<file path="src/common/ssc_params.svh">
`ifndef SSC_PARAMS_SVH
`define SSC_PARAMS_SVH

// timing
`define SSC_CLK_NS 10
`define SSC_START_PERIPH_CLKS 1
`define SSC_LAST_HIGH_PERIPH_CLKS 4
`define SSC_POLL_MAX 16'h0400

// host register addresses
`define SSC_A_CMD 4'h0
`define SSC_A_CFG 4'h1
`define SSC_A_HALF 4'h2
`define SSC_A_WORD 4'h3
`define SSC_A_HOST_TX 4'h4
`define SSC_A_RX 4'h5
`define SSC_A_IRQ_STAT 4'h6
`define SSC_A_IRQ_CLR 4'h7
`define SSC_A_IRQ_EN 4'h8
`define SSC_A_STATUS 4'h9

// host register reset values
`define SSC_HALF_RST 8'h05
`define SSC_CFG_RST 6'h00

// interrupt status bits
`define SSC_I_FRAME 0
`define SSC_I_SEQ 1
`define SSC_I_TIMEOUT 2

// device register addresses
`define SSC_D_SERIAL_MODE 8'h00
`define SSC_D_BIT_RATE 8'h01
`define SSC_D_SERIAL_CTRL 8'h02
`define SSC_D_TX_DATA 8'h03
`define SSC_D_FIFO_STATUS 8'h04
`define SSC_D_EXT_MODE 8'h07
`define SSC_D_I2C_MODE3 8'h0f
`define SSC_D_MOD_DUTY 8'h12

// device field positions
`define SSC_F_TX_IRQ_EN 7
`define SSC_F_RX_IRQ_EN 6
`define SSC_F_TX_EN 5
`define SSC_F_RX_EN 4
`define SSC_F_DBL_SPEED 6
`define SSC_F_ASYNC_BASE 4
`define SSC_F_ASYNC_BASE_EXT 3
`define SSC_F_BITRATE_MOD_EN 2
`define SSC_F_COND_DONE 3
`define SSC_F_OVERRUN 5
`define SSC_F_RX_END 1

// snooze rate values
`define SSC_PRESCALE_9600 8'h00
`define SSC_RATE_24 8'h3d
`define SSC_DUTY_24 8'hce
`define SSC_RATE_32 8'h3e
`define SSC_DUTY_32 8'h9d
`endif

</file>
<file path="src/common/ssc_pkg.sv">
package ssc_pkg;
    typedef enum logic [2:0] {
        ST_IDLE = 3'b000,
        ST_OP = 3'b001,
        ST_RWAIT = 3'b010,
        ST_CHK = 3'b011,
        ST_WORD = 3'b100,
        ST_WAIT = 3'b101,
        ST_LOW = 3'b110,
        ST_HIGH = 3'b111
    } ssc_state_t;

    typedef enum logic [1:0] {
        CMD_XFER = 2'b00,
        CMD_SNOOZE = 2'b01,
        CMD_COND_CLR = 2'b10,
        CMD_SWITCH = 2'b11
    } ssc_cmd_t;

    typedef enum logic [1:0] {
        OP_WR = 2'b00,
        OP_POLL = 2'b01,
        OP_END = 2'b10
    } ssc_kind_t;

    typedef struct packed {
        ssc_kind_t kind;
        logic [7:0] addr;
        logic [7:0] data;
        logic [7:0] mask;
    } ssc_op_t;

    typedef struct packed {
        logic wr;
        logic rd;
        logic [7:0] addr;
        logic [7:0] wdata;
    } ssc_dreg_t;
endpackage

</file>
<file path="src/hw/ssc_host.sv">
`timescale 1ns/1ps
`include "ssc_params.svh"
module ssc_host #(
    parameter int PERIPH_CLK_NS = 42,
    parameter int DOUT_NS = 50,
    parameter int SETUP_NS = 50,
    parameter logic [15:0] POLL_MAX = `SSC_POLL_MAX
) (
    // clocking
    input wire logic clk_sys,
    input wire logic rstn,
    input wire logic ce,
    // software port
    input wire logic [3:0] bus_addr,
    input wire logic [7:0] bus_wdata,
    input wire logic bus_wr,
    input wire logic bus_rd,
    output logic [7:0] bus_rdata,
    output logic irq,
    // device register port
    output ssc_pkg::ssc_dreg_t dreg,
    input wire logic [7:0] dreg_rdata,
    // serial link
    output logic sclk,
    output logic host_txd,
    input wire logic dev_txd
);
    localparam int CLK_NS = `SSC_CLK_NS;
    localparam int START_I = (`SSC_START_PERIPH_CLKS * PERIPH_CLK_NS + DOUT_NS + SETUP_NS + CLK_NS - 1) / CLK_NS;
    localparam int LAST_HIGH_I = (`SSC_LAST_HIGH_PERIPH_CLKS * PERIPH_CLK_NS + CLK_NS - 1) / CLK_NS;
    localparam logic [7:0] START_CYC = 8'(START_I);
    localparam logic [7:0] LAST_HIGH = 8'(LAST_HIGH_I);

    ssc_pkg::ssc_state_t state_r;
    ssc_pkg::ssc_cmd_t cmd_r;
    ssc_pkg::ssc_dreg_t dreg_r;
    logic [2:0] step_r;
    logic [7:0] cnt_r;
    logic [15:0] poll_r;
    logic [2:0] bit_r;
    logic [3:0] frames_r;
    logic [3:0] cfg_frames_r;
    logic cfg_late_r;
    logic cfg_f32_r;
    logic [7:0] half_r;
    logic [7:0] word_r;
    logic [7:0] htx_r;
    logic [7:0] shift_r;
    logic [7:0] rx_r;
    logic [2:0] stat_r;
    logic [2:0] en_r;
    logic irq_r;
    logic [7:0] rdata_r;
    logic sclk_r;
    logic txd_r;
    logic dev_bit;

    // device data pin comes from the far clock domain
    ssc_sync3 u_sync (
        .clk_sys(clk_sys),
        .rstn(rstn),
        .ce(ce),
        .d(dev_txd),
        .q(dev_bit)
    );

    // fixed device programming sequences, one op per step
    function automatic ssc_pkg::ssc_op_t op_rom(input ssc_pkg::ssc_cmd_t c, input logic [2:0] s, input logic f32);
        ssc_pkg::ssc_op_t o;
        o = '{kind: ssc_pkg::OP_END, addr: 8'h00, data: 8'h00, mask: 8'h00};
        if (c == ssc_pkg::CMD_SNOOZE)
        begin
            case (s)
                3'h0:
                begin
                    o.kind = ssc_pkg::OP_WR;
                    o.addr = `SSC_D_EXT_MODE;
                    o.data[`SSC_F_BITRATE_MOD_EN] = 1'b1;
                end
                3'h1: o = '{kind: ssc_pkg::OP_WR, addr: `SSC_D_SERIAL_MODE, data: `SSC_PRESCALE_9600, mask: 8'h00};
                3'h2: o = '{kind: ssc_pkg::OP_WR, addr: `SSC_D_BIT_RATE, data: f32 ? `SSC_RATE_32 : `SSC_RATE_24,
                            mask: 8'h00};
                3'h3: o = '{kind: ssc_pkg::OP_WR, addr: `SSC_D_MOD_DUTY, data: f32 ? `SSC_DUTY_32 : `SSC_DUTY_24,
                            mask: 8'h00};
                default: o.kind = ssc_pkg::OP_END;
            endcase
        end
        else if (c == ssc_pkg::CMD_COND_CLR)
        begin
            case (s)
                3'h0: o = '{kind: ssc_pkg::OP_WR, addr: `SSC_D_I2C_MODE3, data: 8'h00, mask: 8'h00};
                3'h1: o = '{kind: ssc_pkg::OP_POLL, addr: `SSC_D_I2C_MODE3, data: 8'h00,
                            mask: 8'h01 << `SSC_F_COND_DONE};
                default: o.kind = ssc_pkg::OP_END;
            endcase
        end
        else if (c == ssc_pkg::CMD_SWITCH)
        begin
            case (s)
                3'h0: o = '{kind: ssc_pkg::OP_POLL, addr: `SSC_D_FIFO_STATUS, data: 8'h01 << `SSC_F_RX_END,
                            mask: 8'h01 << `SSC_F_RX_END};
                3'h1: o = '{kind: ssc_pkg::OP_WR, addr: `SSC_D_SERIAL_CTRL, data: 8'h00, mask: 8'h00};
                3'h2: o = '{kind: ssc_pkg::OP_POLL, addr: `SSC_D_FIFO_STATUS, data: 8'h00,
                            mask: 8'h01 << `SSC_F_OVERRUN};
                3'h3: o = '{kind: ssc_pkg::OP_WR, addr: `SSC_D_SERIAL_CTRL,
                            data: (8'h01 << `SSC_F_TX_IRQ_EN) | (8'h01 << `SSC_F_RX_IRQ_EN)
                                | (8'h01 << `SSC_F_TX_EN) | (8'h01 << `SSC_F_RX_EN), mask: 8'h00};
                default: o.kind = ssc_pkg::OP_END;
            endcase
        end
        return o;
    endfunction

    // decode and selection
    ssc_pkg::ssc_op_t cur_op;
    ssc_pkg::ssc_dreg_t word_wr;
    assign cur_op = op_rom(cmd_r, step_r, cfg_f32_r);
    assign word_wr = '{wr: 1'b1, rd: 1'b0, addr: `SSC_D_TX_DATA, wdata: word_r};
    wire idle = state_r == ssc_pkg::ST_IDLE;
    wire cmd_go = bus_wr && bus_addr == `SSC_A_CMD && idle;
    wire cfg_wr = bus_wr && bus_addr == `SSC_A_CFG && idle;
    wire half_wr = bus_wr && bus_addr == `SSC_A_HALF && idle;
    wire cnt_zero = cnt_r == 8'h00;
    wire last_bit = bit_r == 3'h7;
    wire more = frames_r != 4'h0;
    wire [2:0] nbit = bit_r + 3'h1;
    wire poll_ok = (dreg_rdata & cur_op.mask) == cur_op.data;
    // late update stretches the bit 7 high phase so the device can reload
    wire stretch = last_bit && cfg_late_r && half_r < LAST_HIGH - 8'h01;
    wire [7:0] hi_load = stretch ? LAST_HIGH - 8'h01 : half_r;
    wire ev_frame = state_r == ssc_pkg::ST_HIGH && cnt_zero && last_bit;
    wire ev_seq = state_r == ssc_pkg::ST_OP && cur_op.kind == ssc_pkg::OP_END;
    wire ev_tmo = state_r == ssc_pkg::ST_CHK && !poll_ok && poll_r == POLL_MAX;
    wire [2:0] ev_set = {ev_tmo, ev_seq, ev_frame};
    wire [2:0] ev_clr = (bus_wr && bus_addr == `SSC_A_IRQ_CLR) ? bus_wdata[2:0] : 3'h0;
    wire [2:0] stat_nxt = (stat_r & ~ev_clr) | ev_set;
    wire [7:0] rd_mux =
        (bus_addr == `SSC_A_CFG) ? {2'h0, cfg_f32_r, cfg_late_r, cfg_frames_r} :
        (bus_addr == `SSC_A_HALF) ? half_r :
        (bus_addr == `SSC_A_WORD) ? word_r :
        (bus_addr == `SSC_A_HOST_TX) ? htx_r :
        (bus_addr == `SSC_A_RX) ? rx_r :
        (bus_addr == `SSC_A_IRQ_STAT) ? {5'h00, stat_r} :
        (bus_addr == `SSC_A_IRQ_EN) ? {5'h00, en_r} :
        (bus_addr == `SSC_A_STATUS) ? {!idle, 1'b0, cmd_r, frames_r} : 8'h00;

    // software registers, interrupt and read port; a set beats a clear
    always_ff @(posedge clk_sys)
    begin
        if (!rstn)
        begin
            {cfg_f32_r, cfg_late_r, cfg_frames_r} <= `SSC_CFG_RST;
            half_r <= `SSC_HALF_RST;
            word_r <= 8'h00;
            htx_r <= 8'h00;
            en_r <= 3'h0;
            stat_r <= 3'h0;
            irq_r <= 1'b0;
            rdata_r <= 8'h00;
        end
        else if (ce)
        begin
            if (cfg_wr)
                {cfg_f32_r, cfg_late_r, cfg_frames_r} <= bus_wdata[5:0];
            if (half_wr)
                half_r <= bus_wdata;
            if (bus_wr && bus_addr == `SSC_A_WORD)
                word_r <= bus_wdata;
            if (bus_wr && bus_addr == `SSC_A_HOST_TX)
                htx_r <= bus_wdata;
            if (bus_wr && bus_addr == `SSC_A_IRQ_EN)
                en_r <= bus_wdata[2:0];
            stat_r <= stat_nxt;
            irq_r <= |(stat_nxt & en_r);
            rdata_r <= bus_rd ? rd_mux : 8'h00;
        end
    end

    // sequencer and link engine; the sync clock idles high
    always_ff @(posedge clk_sys)
    begin
        if (!rstn)
        begin
            state_r <= ssc_pkg::ST_IDLE;
            cmd_r <= ssc_pkg::CMD_XFER;
            dreg_r <= '{wr: 1'b0, rd: 1'b0, addr: 8'h00, wdata: 8'h00};
            step_r <= 3'h0;
            cnt_r <= 8'h00;
            poll_r <= 16'h0000;
            bit_r <= 3'h0;
            frames_r <= 4'h0;
            shift_r <= 8'h00;
            rx_r <= 8'h00;
            sclk_r <= 1'b1;
            txd_r <= 1'b1;
        end
        else if (ce)
        begin
            dreg_r.wr <= 1'b0;
            dreg_r.rd <= 1'b0;
            case (state_r)
                ssc_pkg::ST_IDLE:
                begin
                    if (cmd_go)
                    begin
                        cmd_r <= ssc_pkg::ssc_cmd_t'(bus_wdata[1:0]);
                        step_r <= 3'h0;
                        poll_r <= 16'h0000;
                        frames_r <= cfg_frames_r;
                        state_r <= (bus_wdata[1:0] == 2'b00) ? ssc_pkg::ST_WORD : ssc_pkg::ST_OP;
                    end
                end
                ssc_pkg::ST_OP:
                begin
                    if (cur_op.kind == ssc_pkg::OP_WR)
                    begin
                        dreg_r <= '{wr: 1'b1, rd: 1'b0, addr: cur_op.addr, wdata: cur_op.data};
                        step_r <= step_r + 3'h1;
                    end
                    else if (cur_op.kind == ssc_pkg::OP_POLL)
                    begin
                        dreg_r <= '{wr: 1'b0, rd: 1'b1, addr: cur_op.addr, wdata: 8'h00};
                        state_r <= ssc_pkg::ST_RWAIT;
                    end
                    else
                        state_r <= ssc_pkg::ST_IDLE;
                end
                ssc_pkg::ST_RWAIT: state_r <= ssc_pkg::ST_CHK;
                ssc_pkg::ST_CHK:
                begin
                    // read back until the field matches, with a bound on tries
                    if (poll_ok)
                    begin
                        step_r <= step_r + 3'h1;
                        poll_r <= 16'h0000;
                        state_r <= ssc_pkg::ST_OP;
                    end
                    else if (poll_r == POLL_MAX)
                        state_r <= ssc_pkg::ST_IDLE;
                    else
                    begin
                        poll_r <= poll_r + 16'h0001;
                        state_r <= ssc_pkg::ST_OP;
                    end
                end
                ssc_pkg::ST_WORD:
                begin
                    dreg_r <= word_wr;
                    // count from the cycle the device takes the word, not the one that launches it
                    cnt_r <= START_CYC;
                    state_r <= ssc_pkg::ST_WAIT;
                end
                ssc_pkg::ST_WAIT:
                begin
                    if (cnt_zero)
                    begin
                        sclk_r <= 1'b0;
                        txd_r <= htx_r[0];
                        bit_r <= 3'h0;
                        cnt_r <= half_r;
                        state_r <= ssc_pkg::ST_LOW;
                    end
                    else
                        cnt_r <= cnt_r - 8'h01;
                end
                ssc_pkg::ST_LOW:
                begin
                    if (cnt_zero)
                    begin
                        sclk_r <= 1'b1;
                        cnt_r <= hi_load;
                        state_r <= ssc_pkg::ST_HIGH;
                        if (bit_r == 3'h6 && more && !cfg_late_r)
                            dreg_r <= word_wr;
                    end
                    else
                        cnt_r <= cnt_r - 8'h01;
                end
                ssc_pkg::ST_HIGH:
                begin
                    if (cnt_zero)
                    begin
                        shift_r <= {dev_bit, shift_r[7:1]};
                        if (last_bit)
                            rx_r <= {dev_bit, shift_r[7:1]};
                        if (last_bit && !more)
                            state_r <= ssc_pkg::ST_IDLE;
                        else
                        begin
                            sclk_r <= 1'b0;
                            txd_r <= htx_r[nbit];
                            bit_r <= nbit;
                            cnt_r <= half_r;
                            state_r <= ssc_pkg::ST_LOW;
                            if (last_bit)
                                frames_r <= frames_r - 4'h1;
                            if (bit_r == 3'h6 && more && cfg_late_r)
                                dreg_r <= word_wr;
                        end
                    end
                    else
                        cnt_r <= cnt_r - 8'h01;
                end
                default: state_r <= ssc_pkg::ST_IDLE;
            endcase
        end
    end

    assign bus_rdata = rdata_r;
    assign irq = irq_r;
    assign dreg = dreg_r;
    assign sclk = sclk_r;
    assign host_txd = txd_r;

    // helpers read only by the checks below
    logic [7:0] since_wr_r;
    logic [7:0] hi_len_r;
    logic rx_end_seen_r;
    wire word_out = dreg_r.wr && dreg_r.addr == `SSC_D_TX_DATA;
    wire ctrl_out = dreg_r.wr && dreg_r.addr == `SSC_D_SERIAL_CTRL;
    always_ff @(posedge clk_sys)
    begin
        if (!rstn)
        begin
            since_wr_r <= 8'h00;
            hi_len_r <= 8'h00;
            rx_end_seen_r <= 1'b0;
        end
        else if (ce)
        begin
            since_wr_r <= word_out ? 8'h01 : (since_wr_r == 8'hff ? since_wr_r : since_wr_r + 8'h01);
            hi_len_r <= !sclk_r ? 8'h00 : (hi_len_r == 8'hff ? hi_len_r : hi_len_r + 8'h01);
            if (cmd_go)
                rx_end_seen_r <= 1'b0;
            else if (state_r == ssc_pkg::ST_CHK && poll_ok && cur_op.mask[`SSC_F_RX_END])
                rx_end_seen_r <= 1'b1;
        end
    end
endmodule

</file>
<file path="src/hw/ssc_sync3.sv">
`timescale 1ns/1ps
// three-stage pin synchroniser; output moves only when stages two and three agree
module ssc_sync3 (
    // clocking
    input wire logic clk_sys,
    input wire logic rstn,
    input wire logic ce,
    // pin in, clean level out
    input wire logic d,
    output logic q
);
    logic s1_r;
    logic s2_r;
    logic s3_r;
    logic q_r;

    // idle line level is high, so reset to high to avoid a false bit
    always_ff @(posedge clk_sys)
    begin
        if (!rstn)
        begin
            s1_r <= 1'b1;
            s2_r <= 1'b1;
            s3_r <= 1'b1;
            q_r <= 1'b1;
        end
        else if (ce)
        begin
            s1_r <= d;
            s2_r <= s1_r;
            s3_r <= s2_r;
            if (s2_r == s3_r)
                q_r <= s3_r;
        end
    end

    assign q = q_r;
endmodule

</file>
<file path="config.mk">
export PLATFORM = sky130hd
export DESIGN_NAME = ssc_host
export DESIGN_NICKNAME = d
export VERILOG_FILES = /design/src/common/ssc_pkg.sv /design/src/hw/ssc_host.sv /design/src/hw/ssc_sync3.sv
export VERILOG_INCLUDE_DIRS = /design/src /design/src/common
export SDC_FILE = /design/constraint.sdc
export NUM_CORES = 1
export LEC_CHECK = 0
export ABC_CLOCK_PERIOD_IN_PS = 3600
export BUFFER_PORTS_ARGS = -buffer_cell sky130_fd_sc_hd__buf_2
export CELL_PAD_IN_SITES_DETAIL_PLACEMENT = 1
export CELL_PAD_IN_SITES_GLOBAL_PLACEMENT = 2
export CORE_UTILIZATION = 35
export CTS_BUF_LIST = sky130_fd_sc_hd__clkbuf_8
export CTS_CLUSTER_DIAMETER = 200
export DETAILED_ROUTE_END_ITERATION = 6
export PLACE_DENSITY = 0.87
export SKIP_CTS_REPAIR_TIMING = 1
export SYNTH_ARGS = -nofsm -noshare
export SYNTH_HDL_FRONTEND = slang
export SYNTH_SLANG_ARGS = --single-unit
</file>
<file path="constraint.sdc">
create_clock -name clk_sys -period 3.6 [get_ports clk_sys]
set_input_delay 0.18 -clock clk_sys [delete_from_list [all_inputs] [get_ports clk_sys]]
set_output_delay 0.18 -clock clk_sys [all_outputs]
set_load 0.02 [all_outputs]
</file>
Word level (Yosys, flattened, before mapping)
Index checks and enable logic that the tools add are counted.
{ "word_totals": {"latch_bits": 0, "in_bits": 26, "out_inout_bits": 29, "ram_bits": 0, "mem_bits_ro": 0, "word_cells": 221, "reg_bits": 124, "memories": 0} }
{ "classes": {"div": 0, "n_reduce_logical": 60, "magnitude_cmp": 2, "eq_ne": 43, "add_sub_neg": 5, "n_mux": 77, "shifts": 0, "bitwise_logic": 5, "mul": 0} }
{ "op_table": {"columns": ["operator", "count"], "rows": [
  ["8-bit two-way mux", 14],
  ["18-bit two-way mux", 6],
  ["26-bit two-way mux", 3],
  ["19-bit case mux with 4 select lines", 1],
  ["18-bit case mux with 4 select lines", 1],
  ["16-bit two-way mux", 3],
  ["3-bit two-way mux", 14],
  ["20-bit case mux with 2 select lines", 1],
  ["16-bit case mux with 2 select lines", 1],
  ["8-bit case mux with 4 select lines", 1],
  ["3-bit case mux with 8 select lines", 1],
  ["1-bit logical AND", 21],
  ["10-bit case mux with 2 select lines", 1],
  ["3-bit equality test (second input constant)", 6],
  ["6-bit AND reduction", 3],
  ["17-bit two-way mux", 1],
  ["16-bit by 1-bit adder with 16-bit output (second input constant)", 1],
  ["16-bit by 11-bit equality test with 1-bit output (second input constant)", 1],
  ["4-bit by 3-bit equality test with 1-bit output (second input constant)", 4],
  ["4-bit two-way mux", 4],
  ["2-bit != test (second input constant)", 8],
  ["5-bit case mux with 3 select lines", 1],
  ["3-bit by 2-bit equality test with 1-bit output (second input constant)", 4],
  ["2-bit AND reduction", 6],
  ["other kinds (46)", 85]
]} }

Logic depth before layout (Yosys ltp)
{ "logic_depth": {"depth_word": 14, "mapped_depth": 11, "depth_no_buf": 8} }

By module
From an unflattened synthesis, not the netlist that was laid out.
{ "unflattened": {"hier_cells": 789, "hier_area_um2": 6717.7} }
{ "modules_own_cells": {"columns": ["mod", "seq_area_each_um2", "instances", "cells_each", "area_each_um2"], "rows": [
  ["ssc_host", 2322.2, 1, 774, 6570.1],
  ["ssc_sync3", 80.1, 1, 15, 147.6]
]} }

Least setup slack after synthesis
No wires, ideal clock.
{ "synth_path": {"kind": "flip-flop to flip-flop", "start": "reg step_r[0]", "end": "reg state_r[0]", "setup_ps": 115, "setup_slack_ps": 1376, "arrival_time_ps": 2110, "stages_incl_launch_ff": 9, "cell_sequence": "dfxtp_1 > ha_1 > ha_1 > inv_1 > o211a_2 > nor4_2 > nand2b_1 > a2111oi_0 > o21a_1"} }
{ "synth_via": {"elab_chain_cells": 9, "word_cells_on_any_way": 25, "classes_between": "eq/ne (5); mux (13); bitwise (1); reduce/logical (6)"} }
{ "synth_rtl": {"columns": ["item", "line", "rtl"], "rows": [
  ["start, declared", "ssc_host.sv:37", "logic [2:0] step_r;"],
  ["start signal, assigned", "ssc_host.sv:218", "step_r <= step_r + 3'h1;"],
  ["start signal, assigned", "ssc_host.sv:234", "step_r <= step_r + 3'h1;"],
  ["3-bit by 2-bit equality test with 1-bit output, or another cell as far along", "ssc_host.sv:73, ssc_host.sv:99", null],
  ["19-bit case mux with 4 select lines / 2-bit OR reduction (equally long branches)", null, null],
  ["26-bit two-way mux / 2-bit case mux with 2 select lines (equally long branches)", "ssc_host.sv:97, ssc_host.sv:99", null],
  ["26-bit two-way mux, on equally long branches", "ssc_host.sv:88, ssc_host.sv:97", null],
  ["26-bit two-way mux *", "ssc_host.sv:71", "if (c == ssc_pkg::CMD_SNOOZE)"],
  ["8-bit AND / 26-bit two-way mux (equally long branches)", "ssc_host.sv:127, ssc_host.sv:71", null],
  ["8-bit equality test / 2-bit zero test (equally long branches)", "ssc_host.sv:127, ssc_host.sv:215", null],
  ["1-bit two-way mux / 2-bit != test (equally long branches)", null, null],
  ["3-bit case mux with 8 select lines / 6-bit AND reduction (equally long branches)", null, null],
  ["end signal, assigned", "ssc_host.sv:210", "state_r <= (bus_wdata[1:0] == 2'b00) ? ssc_pkg::ST_WORD : ssc_pkg::ST_OP;"],
  ["end signal, assigned", "ssc_host.sv:236", "state_r <= ssc_pkg::ST_OP;"],
  ["end signal, assigned", "ssc_host.sv:239", "state_r <= ssc_pkg::ST_IDLE;"],
  ["end, declared", "ssc_host.sv:34", "ssc_pkg::ssc_state_t state_r;"]
]} }
Every way passes the cells marked *; elsewhere a longest branch is shown, timed or not.
A chain may end at the register's enable or synchronous reset.

Final worst setup path
{ "layout_path": {"start": "reg step_r[0]", "end": "reg state_r[1]"} }
{ "layout_via": {"elab_chain_cells": 10, "word_cells_on_any_way": 20, "classes_between": "eq/ne (5); mux (9); reduce/logical (6)"} }
{ "layout_rtl": {"columns": ["item", "line", "rtl"], "rows": [
  ["3-bit by 2-bit equality test with 1-bit output, or another cell as far along", "ssc_host.sv:73, ssc_host.sv:99", null],
  ["2-bit OR reduction (no source line)", null, null],
  ["2-bit case mux with 2 select lines", "ssc_host.sv:99", "case (s)"],
  ["26-bit two-way mux", "ssc_host.sv:97", "else if (c == ssc_pkg::CMD_SWITCH)"],
  ["26-bit two-way mux", "ssc_host.sv:88", "else if (c == ssc_pkg::CMD_COND_CLR)"],
  ["26-bit two-way mux *", "ssc_host.sv:71", null],
  ["2-bit by 1-bit equality test with 1-bit output", "ssc_host.sv:220", "else if (cur_op.kind == ssc_pkg::OP_POLL)"],
  ["2-bit two-way mux", "ssc_host.sv:220", null],
  ["3-bit two-way mux", "ssc_host.sv:215", "if (cur_op.kind == ssc_pkg::OP_WR)"],
  ["3-bit case mux with 8 select lines", "ssc_host.sv:201", "case (state_r)"],
  ["end signal, assigned", "ssc_host.sv:223", "state_r <= ssc_pkg::ST_RWAIT;"],
  ["end signal, assigned", "ssc_host.sv:226", "state_r <= ssc_pkg::ST_IDLE;"],
  ["end signal, assigned", "ssc_host.sv:228", "ssc_pkg::ST_RWAIT: state_r <= ssc_pkg::ST_CHK;"]
]} }
Every way passes the cells marked *; elsewhere a longest branch is shown, timed or not. The select of a mux whose other input is x is not followed.

==> load_flow_metrics.sql <==
INSERT INTO impl_metrics (metric_group, metric, value, unit) VALUES
('detailed_routing', 'detail_route.drc_violations', '0', ''),
('cells_and_area', 'post-route-util', '0.409', ''),
('grt', 'globalRouteMet3Util', '0.0503', ''),
('place', 'port_buf_inserts', '46', ''),
('synthesis', 'synth.avg_cell_area', '8.07', 'µm²'),
('power_and_ir_drop', 'power.net_switching', '0.719', 'mW'),
('cells_and_area', 'multi_input_comb_area', '3630', 'µm²'),
('setup_path', 'crit-reg2reg-launch', 'step_r[0]$_SDFFE_PN0P_', ''),
('status', 'run_status', 'finished, final reports clean', ''),
('setup_path', 'crit_chain', 'ha_1 > ha_1 > inv_1 > o211a_2 > nor4_2 > nand2b_1 > nor2_1 > a311oi_2', ''),
('grt', 'first_global_vias', '6091', ''),
('floorplan', 'row_count', '48', ''),
('detailed_routing', 'drt.antenna.violating_nets', '0', ''),
('synthesis', 'synth-seq-area-share', '0.380', ''),
('setup_path', 'start_kind', 'flip-flop', ''),
('floorplan', 'die_area', '18600', 'µm²'),
('synthesis', 'yosys_most_used_dff', 'dfxtp_1', ''),
('setup_path', 'crit_path_required_time', '3.97', 'ns'),
('clock_network', 'tritoncts_num_sinks', '120', ''),
('power_and_ir_drop', 'powerDensity', '407', 'nW/µm²'),
('detailed_routing', 'routed_wirelength', '20500', 'µm'),
('setup_path', 'critPathMostFrequentCell', 'ha_1', ''),
('min_path', 'hold_end', 'word_r[6]$_SDFFE_PN0P_', ''),
('timing', 'worstMarginPinSlew', '0.851', 'ns'),
('min_path', 'worstHoldStart', 'bus_wdata[6]', ''),
('setup_path', 'max_stage_delay', '0.77', 'ns'),
('grt', 'global_route.usage.met2', '0.384', ''),
('setup_path', 'cpMaxStageDelayCell', 'nor4_2', ''),
('timing', 'timing.setup.tns', '0', 'ns'),
('clock_network', 'clk_transition_reported_paths', '0.08', 'ns'),
('synthesis', 'synthesis_stage_register_bit_count', '120', ''),
('grt', 'grt_util_met1', '0.300', ''),
('place', 'place_congestion', '0.884', ''),
('power_and_ir_drop', 'sequentialPowerShare', '0.462', ''),
('timing', 'final_hold_viol_count', '0', ''),
('grt', 'globalRoute.totalOverflow', '0', ''),
('timing', 'final_setup_violation_count', '0', ''),
('cells_and_area', 'antenna_cells_inserted', '0', ''),
('synthesis', 'number_of_flops_mapped_to_enable_cells_by_yosys', '0', ''),
('cells_and_area', 'post_route_cells_drive_above_1_share', '0.126', ''),
('clock_network', 'cts_tree', 'yes', ''),
('timing', 'achievable-frequency', '0.356', 'GHz'),
('floorplan', 'floorplan.initialDensity', '0.362', ''),
('synthesis', 'netlist_instances', '784', ''),
('grt', 'grt_antenna_before_repair', '0', ''),
('timing', 'timing.max_slew.rel_slack', '0.428', ''),
('power_and_ir_drop', 'clockPowerShare', '0.477', ''),
('cells_and_area', 'layout_common_cells', 'dfxtp_1 (120), nand2_1 (92), a21oi_1 (80), nor2_1 (80), o21ai_0 (50)', ''),
('min_path', 'min_delay_path_depth', '3', ''),
('setup_path', 'crit_path_end_kind', 'flip-flop', ''),
('cells_and_area', 'fillerInstances', '2104', ''),
('detailed_routing', 'routed_via_density', '5.72', ''),
('detailed_routing', 'detailedRoute.firstPassIterationCount', '4', ''),
('timing', 'period_share', '0.781', ''),
('setup_path', 'arrival', '3.18', 'ns'),
('clock_network', 'cts_root_buf', 'clkbuf_8', ''),
('floorplan', 'pin_count', '55', ''),
('detailed_routing', 'drt_iter0_drc', '402', ''),
('synthesis', 'synth_async_sr_flop_share', '0', ''),
('grt', 'grt_util_all_layers', '0.233', ''),
('floorplan', 'fp.dieW', '136', 'µm'),
('setup_path', 'reg2reg_slack', '0.79', 'ns'),
('synthesis', 'post_synth_num_cell_types', '68', ''),
('flow_run', 'cap_violations', '0', ''),
('place', 'dp.final_hpwl', '14700', 'µm'),
('grt', 'grt_pass1_wl', '33000', 'µm'),
('cells_and_area', 'layout-area-overhead-vs-synth', '13.1', '%'),
('power_and_ir_drop', 'ir_worst_vdd', '256', 'µV'),
('setup_path', 'max_fanout_on_critical_path', '10', ''),
('floorplan', 'core_region_area', '17500', 'µm²'),
('timing', 'min_period', '2.81', 'ns');
==> area by class of cell <==
type	instances	share of cell area
multi-input cells	595	0.507
repair buffers	55	0.0437
flip-flops and latches	120	0.336
clock inverters	12	0.0243
inverters	22	0.0115
clock buffers	20	0.0385
well taps	225	0.0393
==> stage by stage <==
| step | instances | power [mW] | setup slack (ns) | instance area [µm²] | hold WS [ns] |
|---|---|---|---|---|---|
| 2_1_floorplan | 786 | 1.49 | 1.38 | 6330 | 0.305 |
| 3_3_place_gp | 1016 | 1.55 | 0.963 | 6700 | 0.403 |
| 3_5_place_dp | 1016 | 1.55 | 0.805 | 6700 | 0.413 |
| 4_1_cts | 1048 | 2.94 | 0.788 | 7150 | -0.0796 |
| 5_1_grt | 1049 | 3.02 | 0.462 | 7160 | 0.0000619 |
| 6_report | 1049 | 2.92 | 0.790 | 7160 | 0.0202 |
==> cells in the mapped netlist, drive strengths merged, types with 3 or more instances <==
cell / number / area (µm²)
a31oi: 7 / 43.8
nand2: 92 / 345
o2111ai: 5 / 43.8
a21oi: 80 / 400
and3: 4 / 25.0
a32oi: 12 / 105
nor2: 80 / 300
nand2b: 17 / 106
o22ai: 11 / 68.8
or3: 8 / 50.1
a311oi: 4 / 41.3
and2: 3 / 18.8
or3b: 3 / 26.3
nand4: 11 / 68.8
nor4b: 5 / 73.8
nor4: 4 / 37.5
a22oi: 9 / 67.6
nor3b: 5 / 37.5
o21ai: 52 / 260
nand3: 24 / 120
o21bai: 3 / 33.8
inv: 21 / 78.8
a21o: 5 / 37.5
xnor2: 12 / 105
o32ai: 3 / 26.3
a211oi: 9 / 67.6
clkbuf: 33 / 124
o31ai: 4 / 30.0
buf: 16 / 96.4
dfxtp: 120 / 2400
nor2b: 14 / 87.6
ha: 12 / 150
mux2i: 40 / 400
o211ai: 5 / 37.5
nor3: 17 / 90.1
a21boi: 3 / 22.5
==> flip-flops by register name, summed over array words and instances, names as in the netlist, 2 cells and up <==
register and count:
poll_r 16, dreg 15, bus_rdata 8, cnt_r 8, half_r 8, htx_r 8, rx_r 8, word_r 8
shift_r 7, cfg_frames_r 4, frames_r 4, bit_r 3, en_r 3, stat_r 3, state_r 3, step_r 3
cmd_r 2
==> worst max-delay path by stage <==
stage                     cells past startpoint                   start  slack, ns                      end
after CTS                                     8  step_r[0]$_SDFFE_PN0P_       0.79  state_r[1]$_SDFFE_PN0P_
final                                         8  step_r[0]$_SDFFE_PN0P_       0.79  state_r[1]$_SDFFE_PN0P_
after detailed placement                      8  step_r[0]$_SDFFE_PN0P_       0.80  state_r[1]$_SDFFE_PN0P_
after global placement                        8  step_r[0]$_SDFFE_PN0P_       0.96  state_r[1]$_SDFFE_PN0P_
after global routing                          8  step_r[0]$_SDFFE_PN0P_       0.46  state_r[1]$_SDFFE_PN0P_
after floorplan                               8  step_r[0]$_SDFFE_PN0P_       1.38  state_r[0]$_SDFFE_PN0P_
==> worst max-delay path, delay by kind of cell, from the launching register on <==
family / cells / cell delay, ns
fa+ha+maj: 2 / 0.49
compound gates: 2 / 0.42
flops: 1 / 0.53
buf+inv: 1 / 0.15
simple gates: 3 / 1.14
==> kinds of logic after synthesis <==
group,Yosys count,synth area share
other cells,1,0.000593
xor+xnor,13,0.0180
buf+inv,71,0.0479
fa+ha+maj,12,0.0237
flops,120,0.380
compound gates,228,0.226
simple gates,295,0.230
mux,44,0.0740
==> routing by layer <==
metal / part of all wire / wire length, µm
met5: 0 / 0
met4: 0.020 / 411
met3: 0.034 / 702
met2: 0.48 / 9860
met1: 0.46 / 9490
==> power groups by stage <==
stage               Combinational [mW]  Sequential [mW]  Clock, mW
detailed placement               0.175             1.38          0
global placement                 0.170             1.38          0
CTS                              0.175             1.35       1.42
floorplan                        0.107             1.38          0
global route                     0.191             1.35       1.48
finish                           0.177             1.35       1.39
Note: power is estimated with default switching activity, not from simulation.
